`config.mk`:
```
export PLATFORM = sky130hd
export DESIGN_NAME = pixel_brightness_curve
export DESIGN_NICKNAME = d
export VERILOG_FILES = /design/src/pkg/pixel_brightness_curve_pkg.sv /design/src/pkg/pix_stream_if.sv /design/src/verilog/pix_fifo.sv /design/src/verilog/pixel_brightness_curve.sv
export VERILOG_INCLUDE_DIRS = /design/src /design/src/pkg
export SDC_FILE = /design/constraint.sdc
export NUM_CORES = 2
export LEC_CHECK = 0
export CORE_MARGIN = 5
export CORE_UTILIZATION = 42
export DETAILED_ROUTE_END_ITERATION = 8
export DONT_BUFFER_PORTS = 1
export SYNTH_ARGS = -nofsm -noshare
export SYNTH_HDL_FRONTEND = slang
export SYNTH_SLANG_ARGS = --single-unit
```
`constraint.sdc`:
```
create_clock -name sys_clk -period 17.3 [get_ports sys_clk]
set_input_delay 1.73 -clock sys_clk [delete_from_list [all_inputs] [get_ports sys_clk]]
set_output_delay 1.73 -clock sys_clk [all_outputs]
set_load 0.01 [all_outputs]
```
`src/pkg/pixel_brightness_curve_regs.svh`:
```
// Constants for the pixel brightness curve stage
`ifndef PIXEL_BRIGHTNESS_CURVE_REGS_SVH
`define PIXEL_BRIGHTNESS_CURVE_REGS_SVH

// Pixel and exponent widths
`define PIX_W 12
`define EXP_W 12
`define EXP_FRAC 10
// Full-scale brightness per output depth
`define FULL_8 12'h0ff
`define FULL_10 12'h3fc
`define FULL_12 12'hff0
// Exponent of exactly one in 2.10 fixed point
`define EXP_ONE 12'h400
// Exponent reset value: zero, curve inactive
`define EXP_RST 12'h000
// Largest exponent, one step below four
`define EXP_MAX 12'hfff
// Float exponent bias and shift base for 2.10 conversion
`define FLT_BIAS 8'h7f
`define FLT_SHIFT_BASE 9'h08c
// Depth of the input buffer
`define FIFO_DEPTH 8

`endif

```
`src/pkg/pixel_brightness_curve_pkg.sv`:
```
// Types for the pixel brightness curve stage
package pixel_brightness_curve_pkg;

    // Output bit depth selection
    typedef enum logic [1:0] {
        DEPTH_8 = 2'b00,
        DEPTH_10 = 2'b01,
        DEPTH_12 = 2'b10
    } depth_mode_t;

    // How a pixel is handled in the pipe
    typedef enum logic [1:0] {
        KIND_CURVE = 2'b00,
        KIND_PASS = 2'b01,
        KIND_ZERO = 2'b10,
        KIND_FULL = 2'b11
    } pix_kind_t;

endpackage

```
`src/pkg/pix_stream_if.sv`:
```
// Valid/ready pixel stream between the stage and its buffer
`timescale 1ns/10ps
interface pix_stream_if #(parameter int W = 12);
    logic [W-1:0] data; // Pixel word
    logic valid; // Word offered
    logic ready; // Word accepted

    // Party that offers words
    modport src(output data, output valid, input ready);
    // Party that takes words
    modport snk(input data, input valid, output ready);
endinterface

```
`src/verilog/pix_fifo.sv`:
```
// Synchronous pixel FIFO with registered flags
`timescale 1ns/10ps
module pix_fifo #(
    parameter int W = 12,
    parameter int DEPTH = 8
) (
    input wire logic sys_clk,
    input wire logic srst,
    pix_stream_if.snk wr,
    pix_stream_if.src rd
);
    localparam int AW = $clog2(DEPTH);
    localparam int CW = $clog2(DEPTH + 1);

    logic [W-1:0] mem [DEPTH]; // Storage words
    logic [AW-1:0] wr_ptr_r; // Next slot to fill
    logic [AW-1:0] rd_ptr_r; // Oldest slot
    logic [CW-1:0] count_r; // Words held
    logic [CW-1:0] count_nxt;
    logic in_ready_r; // Not full
    logic out_valid_r; // Not empty
    logic push;
    logic pop;

    assign push = wr.valid & in_ready_r;
    assign pop = out_valid_r & rd.ready;
    assign wr.ready = in_ready_r;
    assign rd.valid = out_valid_r;
    assign rd.data = mem[rd_ptr_r];

    // Occupancy after this cycle
    always_comb begin
        count_nxt = count_r;
        if (push && !pop) begin
            count_nxt = count_r + CW'(1);
        end else if (pop && !push) begin
            count_nxt = count_r - CW'(1);
        end
    end

    // Storage write, no reset needed on data
    always_ff @(posedge sys_clk) begin
        if (push) begin
            mem[wr_ptr_r] <= wr.data;
        end
    end

    // Pointers wrap at depth
    always_ff @(posedge sys_clk) begin
        if (srst) begin
            wr_ptr_r <= '0;
            rd_ptr_r <= '0;
        end else begin
            if (push) begin
                wr_ptr_r <= (wr_ptr_r == AW'(DEPTH - 1)) ? '0 : wr_ptr_r + AW'(1);
            end
            if (pop) begin
                rd_ptr_r <= (rd_ptr_r == AW'(DEPTH - 1)) ? '0 : rd_ptr_r + AW'(1);
            end
        end
    end

    // Count and flags registered so ready never ripples combinationally
    always_ff @(posedge sys_clk) begin
        if (srst) begin
            count_r <= '0;
            in_ready_r <= 1'b0;
            out_valid_r <= 1'b0;
        end else begin
            count_r <= count_nxt;
            in_ready_r <= (count_nxt != CW'(DEPTH));
            out_valid_r <= (count_nxt != '0);
        end
    end
endmodule // pix_fifo

```
`src/verilog/pixel_brightness_curve.sv`:
```
// Power-curve brightness correction stage with input buffer
//
// Notes on behaviour
// - Output is (in/full)^exponent times full-scale.
// - Full-scale is 255, 1020 or 4080.
// - Exponent one passes pixels unchanged.
// - Exponent below one brightens, above darkens.
// - Zero and full-scale inputs stay unchanged.
// - Correction acts only with lookup path enabled.
// - Correction active when exponent above zero.
// - Exponent spans zero to 3.99902, used as written.
// - Exponent written as float or raw field.
`timescale 1ns/10ps
`include "pixel_brightness_curve_regs.svh"
module pixel_brightness_curve (
    input wire logic sys_clk,
    input wire logic srst,
    input wire logic lut_enable,
    input wire logic [1:0] depth_mode,
    input wire logic [`EXP_W-1:0] exp_raw_wdata,
    input wire logic exp_raw_we,
    input wire logic [31:0] exp_float_wdata,
    input wire logic exp_float_we,
    output logic [`EXP_W-1:0] exp_value,
    output logic corr_active,
    input wire logic [`PIX_W-1:0] pix_in_data,
    input wire logic pix_in_valid,
    output logic pix_in_ready,
    output logic [`PIX_W-1:0] pix_out_data,
    output logic pix_out_valid,
    input wire logic pix_out_ready
);
    ////////////////////////////////////////////////////////////////////
    // Helpers

    // Full-scale value for a depth setting
    function automatic logic [11:0] full_scale(input logic [1:0] m);
        unique case (pixel_brightness_curve_pkg::depth_mode_t'(m))
            pixel_brightness_curve_pkg::DEPTH_8: return `FULL_8;
            pixel_brightness_curve_pkg::DEPTH_10: return `FULL_10;
            default: return `FULL_12;
        endcase
    endfunction

    // Bowed log2: 4 integer bits, 11 fraction bits
    function automatic logic [14:0] log2_fix(input logic [11:0] x);
        logic [3:0] p;
        logic [22:0] sh;
        logic [23:0] bow; // Curvature term, m*(1-m) scaled
        p = 4'h0;
        for (int i = 0; i < 12; i++) begin
            if (x[i]) begin
                p = 4'(i);
            end
        end
        sh = {11'h000, x} << (4'd11 - p);
        // Bare mantissa reads up to 0.086 low, which an exponent of two
        // doubles; adding 11/32*m*(1-m) keeps it within 0.01
        bow = 24'(sh[10:0]) * 24'(12'h800 - {1'b0, sh[10:0]});
        bow = bow * 24'h00000b;
        // Still monotone, and never carries past the fraction
        return {p, sh[10:0] + {3'h0, bow[23:16]}};
    endfunction

    // Single float to unsigned 2.10, clamped to the field range
    function automatic logic [11:0] float_to_fix(input logic [31:0] f);
        logic [8:0] sh;
        logic [23:0] mant;
        logic [23:0] val;
        sh = `FLT_SHIFT_BASE - {1'b0, f[30:23]};
        mant = {1'b1, f[22:0]};
        val = mant >> sh[4:0];
        if (f[31] || f[30:23] == 8'h00) begin
            return 12'h000; // Negative or tiny: treat as zero
        end else if (f[30:23] > (`FLT_BIAS + 8'h01)) begin
            return `EXP_MAX; // Four or more saturates below four
        end else if (sh > 9'd23) begin
            return 12'h000; // Below one step
        end
        return val[11:0];
    endfunction

    ////////////////////////////////////////////////////////////////////
    // Exponent register

    logic [`EXP_W-1:0] exp_r; // Exponent in use, 2.10 fixed
    logic corr_active_r; // Curve applied to new pixels

    // Raw write takes priority when both arrive together
    always_ff @(posedge sys_clk) begin
        if (srst) begin
            exp_r <= `EXP_RST;
        end else if (exp_raw_we) begin
            exp_r <= exp_raw_wdata;
        end else if (exp_float_we) begin
            exp_r <= float_to_fix(exp_float_wdata);
        end
    end

    // Status: lookup path on and exponent nonzero
    always_ff @(posedge sys_clk) begin
        if (srst) begin
            corr_active_r <= 1'b0;
        end else begin
            corr_active_r <= lut_enable && (exp_r != 12'h000);
        end
    end

    assign exp_value = exp_r;
    assign corr_active = corr_active_r;

    ////////////////////////////////////////////////////////////////////
    // Input buffer

    pix_stream_if #(.W(`PIX_W)) push_if ();
    pix_stream_if #(.W(`PIX_W)) pop_if ();

    assign push_if.data = pix_in_data;
    assign push_if.valid = pix_in_valid;
    assign pix_in_ready = push_if.ready;

    pix_fifo #(.W(`PIX_W), .DEPTH(`FIFO_DEPTH)) u_fifo (
        .sys_clk(sys_clk),
        .srst(srst),
        .wr(push_if),
        .rd(pop_if)
    );

    ////////////////////////////////////////////////////////////////////
    // Pipeline: classify and log, scale by exponent, exp2 and rescale

    logic adv; // Whole pipe moves; stalls on output back-pressure
    logic out_valid_r;
    logic [`PIX_W-1:0] out_data_r;
    assign adv = !out_valid_r || pix_out_ready;
    assign pop_if.ready = adv;

    logic s1_v_r; // Stage 1 holds a pixel
    logic [11:0] s1_x_r; // Input pixel
    logic [11:0] s1_max_r; // Full scale
    logic [14:0] s1_d_r; // log2(full) - log2(in), >= 0
    logic [`EXP_W-1:0] s1_g_r; // Exponent snapshot
    pixel_brightness_curve_pkg::pix_kind_t s1_kind_r;
    pixel_brightness_curve_pkg::pix_kind_t kind_nxt;
    logic [11:0] max_c;

    // Classify each pixel; special cases bypass the curve
    always_comb begin
        max_c = full_scale(depth_mode);
        if (!lut_enable || exp_r == 12'h000 || exp_r == `EXP_ONE) begin
            kind_nxt = pixel_brightness_curve_pkg::KIND_PASS;
        end else if (pop_if.data == 12'h000) begin
            kind_nxt = pixel_brightness_curve_pkg::KIND_ZERO;
        end else if (pop_if.data >= max_c) begin
            kind_nxt = pixel_brightness_curve_pkg::KIND_FULL;
        end else begin
            kind_nxt = pixel_brightness_curve_pkg::KIND_CURVE;
        end
    end

    // Stage 1: normalise in the log domain
    always_ff @(posedge sys_clk) begin
        if (srst) begin
            s1_v_r <= 1'b0;
            s1_x_r <= '0;
            s1_max_r <= '0;
            s1_d_r <= '0;
            s1_g_r <= '0;
            s1_kind_r <= pixel_brightness_curve_pkg::KIND_PASS;
        end else if (adv) begin
            s1_v_r <= pop_if.valid;
            s1_x_r <= pop_if.data;
            s1_max_r <= max_c;
            s1_d_r <= log2_fix(max_c) - log2_fix(pop_if.data);
            s1_g_r <= exp_r;
            s1_kind_r <= kind_nxt;
        end
    end

    logic s2_v_r;
    logic [11:0] s2_x_r;
    logic [11:0] s2_max_r;
    logic [16:0] s2_e_r; // Attenuation in log2 units, 11 fraction bits
    pixel_brightness_curve_pkg::pix_kind_t s2_kind_r;
    logic [26:0] prod_c;
    assign prod_c = 27'(s1_d_r) * 27'(s1_g_r);

    // Stage 2: multiply log ratio by exponent; small exponents brighten
    always_ff @(posedge sys_clk) begin
        if (srst) begin
            s2_v_r <= 1'b0;
            s2_x_r <= '0;
            s2_max_r <= '0;
            s2_e_r <= '0;
            s2_kind_r <= pixel_brightness_curve_pkg::KIND_PASS;
        end else if (adv) begin
            s2_v_r <= s1_v_r;
            s2_x_r <= s1_x_r;
            s2_max_r <= s1_max_r;
            s2_e_r <= prod_c[26:10];
            s2_kind_r <= s1_kind_r;
        end
    end

    // Stage 3: full * 2^-e; fraction by linear approximation, which
    // trades a few percent of accuracy for no table
    logic [5:0] k_c;
    logic [12:0] mant_c;
    logic [24:0] scaled_c;
    logic [24:0] shifted_c;
    logic [11:0] curve_c;
    always_comb begin
        k_c = s2_e_r[16:11];
        mant_c = 13'h1000 - {2'b00, s2_e_r[10:0]};
        scaled_c = 25'(s2_max_r) * 25'(mant_c);
        shifted_c = scaled_c >> (6'd12 + k_c);
        if (k_c > 6'd12) begin
            curve_c = 12'h000;
        end else if (shifted_c[11:0] > s2_max_r) begin
            curve_c = s2_max_r;
        end else begin
            curve_c = shifted_c[11:0];
        end
    end

    // Output register; held while the sink stalls
    always_ff @(posedge sys_clk) begin
        if (srst) begin
            out_valid_r <= 1'b0;
            out_data_r <= '0;
        end else if (adv) begin
            out_valid_r <= s2_v_r;
            unique case (s2_kind_r)
                pixel_brightness_curve_pkg::KIND_PASS: out_data_r <= s2_x_r;
                pixel_brightness_curve_pkg::KIND_ZERO: out_data_r <= 12'h000;
                pixel_brightness_curve_pkg::KIND_FULL: out_data_r <= s2_max_r;
                pixel_brightness_curve_pkg::KIND_CURVE: out_data_r <= curve_c;
            endcase
        end
    end

    assign pix_out_valid = out_valid_r;
    assign pix_out_data = out_data_r;
endmodule // pixel_brightness_curve

```
### Yosys cells after proc, flatten, opt, wreduce, memory -nomap -nowiden

Memory sizes are Yosys's and may differ from the RTL's. A register that Yosys moved wholly into a read port is not among the register bits.
Index checks and enable logic that the tools add are counted.

* bits in writable memories: 96
* bits in registers: 136
* memories: 1
* output and inout port bits: 27

* bitwise gates (word level): 2
* add/sub/neg operators: 14
* equality and inequality tests: 8
* order comparisons: 5
* shifts and indexed selects: 4
* reduce and logical (&&, ||, !) cells: 19
* multiplexer cells: 53
* multiply operators: 6

Memories
* u_fifo.mem: depth 8, bits a word 12, rd ports 1, clocked after Yosys merged registers in 1, write ports 1, line pix_fifo.sv:15 `logic [W-1:0] mem [DEPTH];`

Operator list (count)
* $mux W4: 26
* $mux W12: 8
* $mul A12 B13 Y24: 2
* $mul A24 B4 Y24 const B: 2
* $pmux W12 S4: 1
* $mul A15 B12 Y27: 1
* $sub A12 B11 Y13 const A: 2
* $mul A12 B13 Y25: 1
* $shr A25 B6 Y12: 1
* $logic_not A12 Y1: 2
* $pmux W12 S2: 1
* $shl A12 B4 Y11: 2
* $shr A24 B5 Y12: 1
* $add A11 B8 Y11: 2
* $sub A15 B15 Y15: 1
* $sub A13 B11 Y13 const A: 1
* $eq A12 B11 Y1 const B: 1
* $ge A12 B12 Y1: 1
* $gt A12 B12 Y1: 1
* $mux W3: 4
* $reduce_bool A12 Y1: 1
* $mux W1: 10
* $gt A9 B5 Y1 const B: 1
* $sub A8 B8 Y9 const A: 1
* other kinds (20): 37

### Depth between registers and ports, before layout

* word-level depth: 22
* depth in mapped cells: 69
* gate-level depth less buffers: 64

### Hierarchy

From an unflattened synthesis, not the netlist that was laid out.

* cell total of the unflattened synthesis: 3387
* area total of the unflattened synthesis: 30739.5 um^2

By module, submodules not included
* pixel_brightness_curve: cells an instance 3165, area an instance 26337.8 um^2, instances 1
* pix_fifo: cells an instance 222, area an instance 4401.7 um^2, instances 1

### Worst setup path before layout

No wires, ideal clock.

* path kind: reg2reg
* start: register (tool-made name)
* end: register s1_d_r[14]
* data required time: 17.194 ns
* arrival: 13.108 ns
* clock period less this slack: 13.214 ns
* path slack: 4.086 ns
* stages on the path, launching flop included: 64
* cell sequence: dfxtp_1 > buf_6 > buf_12 > mux4_2 > clkinv_1 > a31oi_1 > o31a_2 > a31oi_4 > o221a_2 > and2_1 > buf_1 > inv_1 > ha_1 > nand3b_1 > nor3_1 > ha_1 > buf_1 > or3_1 > [28 not listed] > xnor2_1 > fa_1 > a21oi_1 > nor2_1 > nor2_1 > nor2b_1 > nor2_1 > nor2_1 > o21a_1 > or2_2 > ha_1 > a21boi_0 > o21ai_0 > a21oi_1 > o21ai_0 > a21boi_0 > o21ai_0 > o311ai_0

RTL lines
* to (signal assigned): line pixel_brightness_curve.sv:174 `s1_d_r <= log2_fix(max_c) - log2_fix(pop_if.data);`
* to (decl): line pixel_brightness_curve.sv:141 `logic [14:0] s1_d_r;`

==> flow_metrics.tcl <==
set metrics [dict create \
    cts_max_level 1 \
    routed_wl_mm 77.7 \
    clockBufferDepth 3 \
    globalplace.congestion 0.917 \
    tritoncts_num_sinks 221 \
    path_clk_slew_ps 60 \
    diodes 0 \
    gr-usage-met2 0.322 \
    post-route-period-util 0.912 \
    finalClockSkew_ps 18.8 \
    layout.cells.non_filler 4500 \
    setup_violations 0 \
    status "finished clean" \
    clk_latency_ps 560 \
    hold_start "s2_x_r[2]" \
    grt_util_met3 0.0248 \
    rows 99 \
    yosysUniqueCellTypes 101 \
    nFillCells 7231 \
    cts_tree "built" \
    critical-path-max-stage-delay_ps 990 \
    crit_top_cell "ha_1" \
    relSlewSlack 0.201 \
    numCtsBuffers 25 \
    holdCritPathClass "reg -> reg" \
    hold_buffers 0 \
    synth_edf_count 96 \
    drv_cap 0 \
    r2r_setup_slack_ps 1520 \
    ys_seq_elements 221 \
    nets 4300 \
    synth_ff_type "dfxtp_1" \
    worst-path-max-fanout 43 \
    dr_total_vias 23856 \
    fin_tns_setup_ps 0 \
    fin_crit_ps 15780 \
    place_hpwl_mm 62.6 \
    worstPathArrival_ps 16260 \
    place_inst 4454 \
    yosys_warnings 0 \
    grt_pass1_wl_mm 129 \
    synth_area_mm2 0.0311 \
    grt_overflow 0 \
    synth_cells 3529 \
    hold_violations 0 \
    antenna_found_initial 1 \
    r2r_end "s1_d_r[12]" \
    async_reset_ff_frac 0 \
    path_class "reg -> reg" \
    drt.antenna.violating_nets 0 \
    grt_usage 0.196 \
    drc_errors 0 \
    grt_pass1_vias 23938 \
    die_x_um 282 \
    area_growth_pct 6.28 \
    whs_endpoint "s2_x_r[2]" \
    grtUsageMet1 0.282 \
    clock-root-buffer "clkbuf_16" \
    fp.dieH_um 282 \
    grt_busiest_layer "met2" \
    first_pass_iters 5 \
    post_drt_wl_per_cell_um 17.3 \
    cp-end-kind "flip-flop" \
    hold_ws_ps 446 \
    tightest_slew_ps 1190 \
    whs_path_depth 2 \
    utilization 0.452 \
    start_util 0.425 \
    start_kind "flip-flop" \
    yosysTopAreaCell "fa_1" \
    postCtsSetupBuffers 0 \
    rsz0062_at_grt "false" \
    r2r_cells 58 \
    avgSynthCellArea_um2 8.82 \
    critPathSlowestCell "dfxtp_2" \
    synth_top_area_share 0.244 \
    core_area_mm2 0.0732 \
    critPathRequiredTime_ps 17780 \
    fmax_mhz 63.4 \
    vias_per_cell 5.30 \
    grt_start_max_net_pins 112 \
    synth_area_leaders "fa_1 24%, ha_1 13%, edfxtp_1 9.3%" \
    floorplan.die_area_mm2 0.0797 \
    port_buffers 0 \
    io_pins 92 \
    cts_resized 0 \
    maxSlewViolCount 0 \
    drive_gt1_frac 0.0477 \
    yosysSeqAreaShare 0.173 \
    drt_iter0_drc 1542 \
]
## layout make-up
type	instances	area [um2]	area share
multi-input combinational	2646	23200	0.702
tap	959	1200	0.0363
sequential	221	5390	0.163
clock buffer	31	669	0.0202
inverter	588	2210	0.0667
clock inverter	15	110	0.00333
timing repair buffer	40	300	0.00907
## critical path, delay by kind of cell, from the launching register on
family | cells | cell delay, ps
fa+ha+maj | 13 | 5010
compound gates | 20 | 4340
mux | 1 | 400
simple gates | 14 | 3260
xor+xnor | 3 | 510
buf+inv | 7 | 1150
flops | 1 | 990
## sequential cells by signal (all words and copies together) (netlist names), 2 cells and up, named ones only
signal / cells
s1_max_r: 5
s2_x_r: 12
u_fifo.mem: 96
u_fifo.rd_ptr_r: 3
s2_e_r: 17
u_fifo.count_r: 4
s1_x_r: 12
s1_g_r: 12
exp_value: 12
s1_kind_r: 2
pix_out_data: 12
s2_kind_r: 2
s1_d_r: 15
u_fifo.wr_ptr_r: 3
s2_max_r: 5
## synthesized netlist by cell type (29+ instances only)
cell type	number
a211oi_1	49
a21o_1	42
a21oi_1	176
and2_1	127
clkbuf_1	122
dfxtp_1	125
edfxtp_1	96
fa_1	379
ha_1	334
inv_1	580
mux2i_1	65
nand2_1	384
nand2b_1	50
nand3_1	47
nor2_1	260
nor2b_1	30
nor3_1	64
o21ai_0	91
xnor2_1	77
xor2_1	29
## worst max-delay path by stage
stage                     cells past startpoint          to  slack (ps)
after floorplan                              63  s1_d_r[14]        4090
after detailed placement                     59  s1_d_r[14]        1590
after global placement                       58  s1_d_r[12]        1840
after CTS                                    59  s1_d_r[14]        1590
final                                        58  s1_d_r[12]        1520
after global routing                         59  s1_d_r[14]         320
## metrics by stage
step | instance area (um2) | setup WS [ps]
after global routing | 33100 | 318
after CTS | 33100 | 1590
after floorplan | 31400 | 4090
after detailed placement | 32300 | 1590
after global placement | 32300 | 1840
final | 33100 | 1520
## metal layers
layer	up-vias	wire length, um
met5	-	0
met4	0	1540
met3	85	4300
met2	587	35700
met1	11679	36100
li1	11505	-
## logic make-up after synthesis
family          count (synthesis)  share of synthesized area
simple gates                 1078                      0.163
other cells                     2                   0.000241
buf+inv                       740                     0.0920
flops                         221                      0.173
fa+ha+maj                     713                      0.378
compound gates                561                      0.120
xor+xnor                      108                     0.0313
mux                           106                     0.0425
## layout by cell type, fill, tap and decap left out, types with 91 or more instances in the layout
cell type  count
and2_1       127
inv_1        580
dfxtp_1      124
nand2_1      384
ha_1         334
edfxtp_1      96
o21ai_0       91
nor2_1       260
a21oi_1      176
fa_1         379
Power is left out: the tool's default activity adds up to more than one toggle a clock period on the data nets, which glitch-free logic cannot reach.
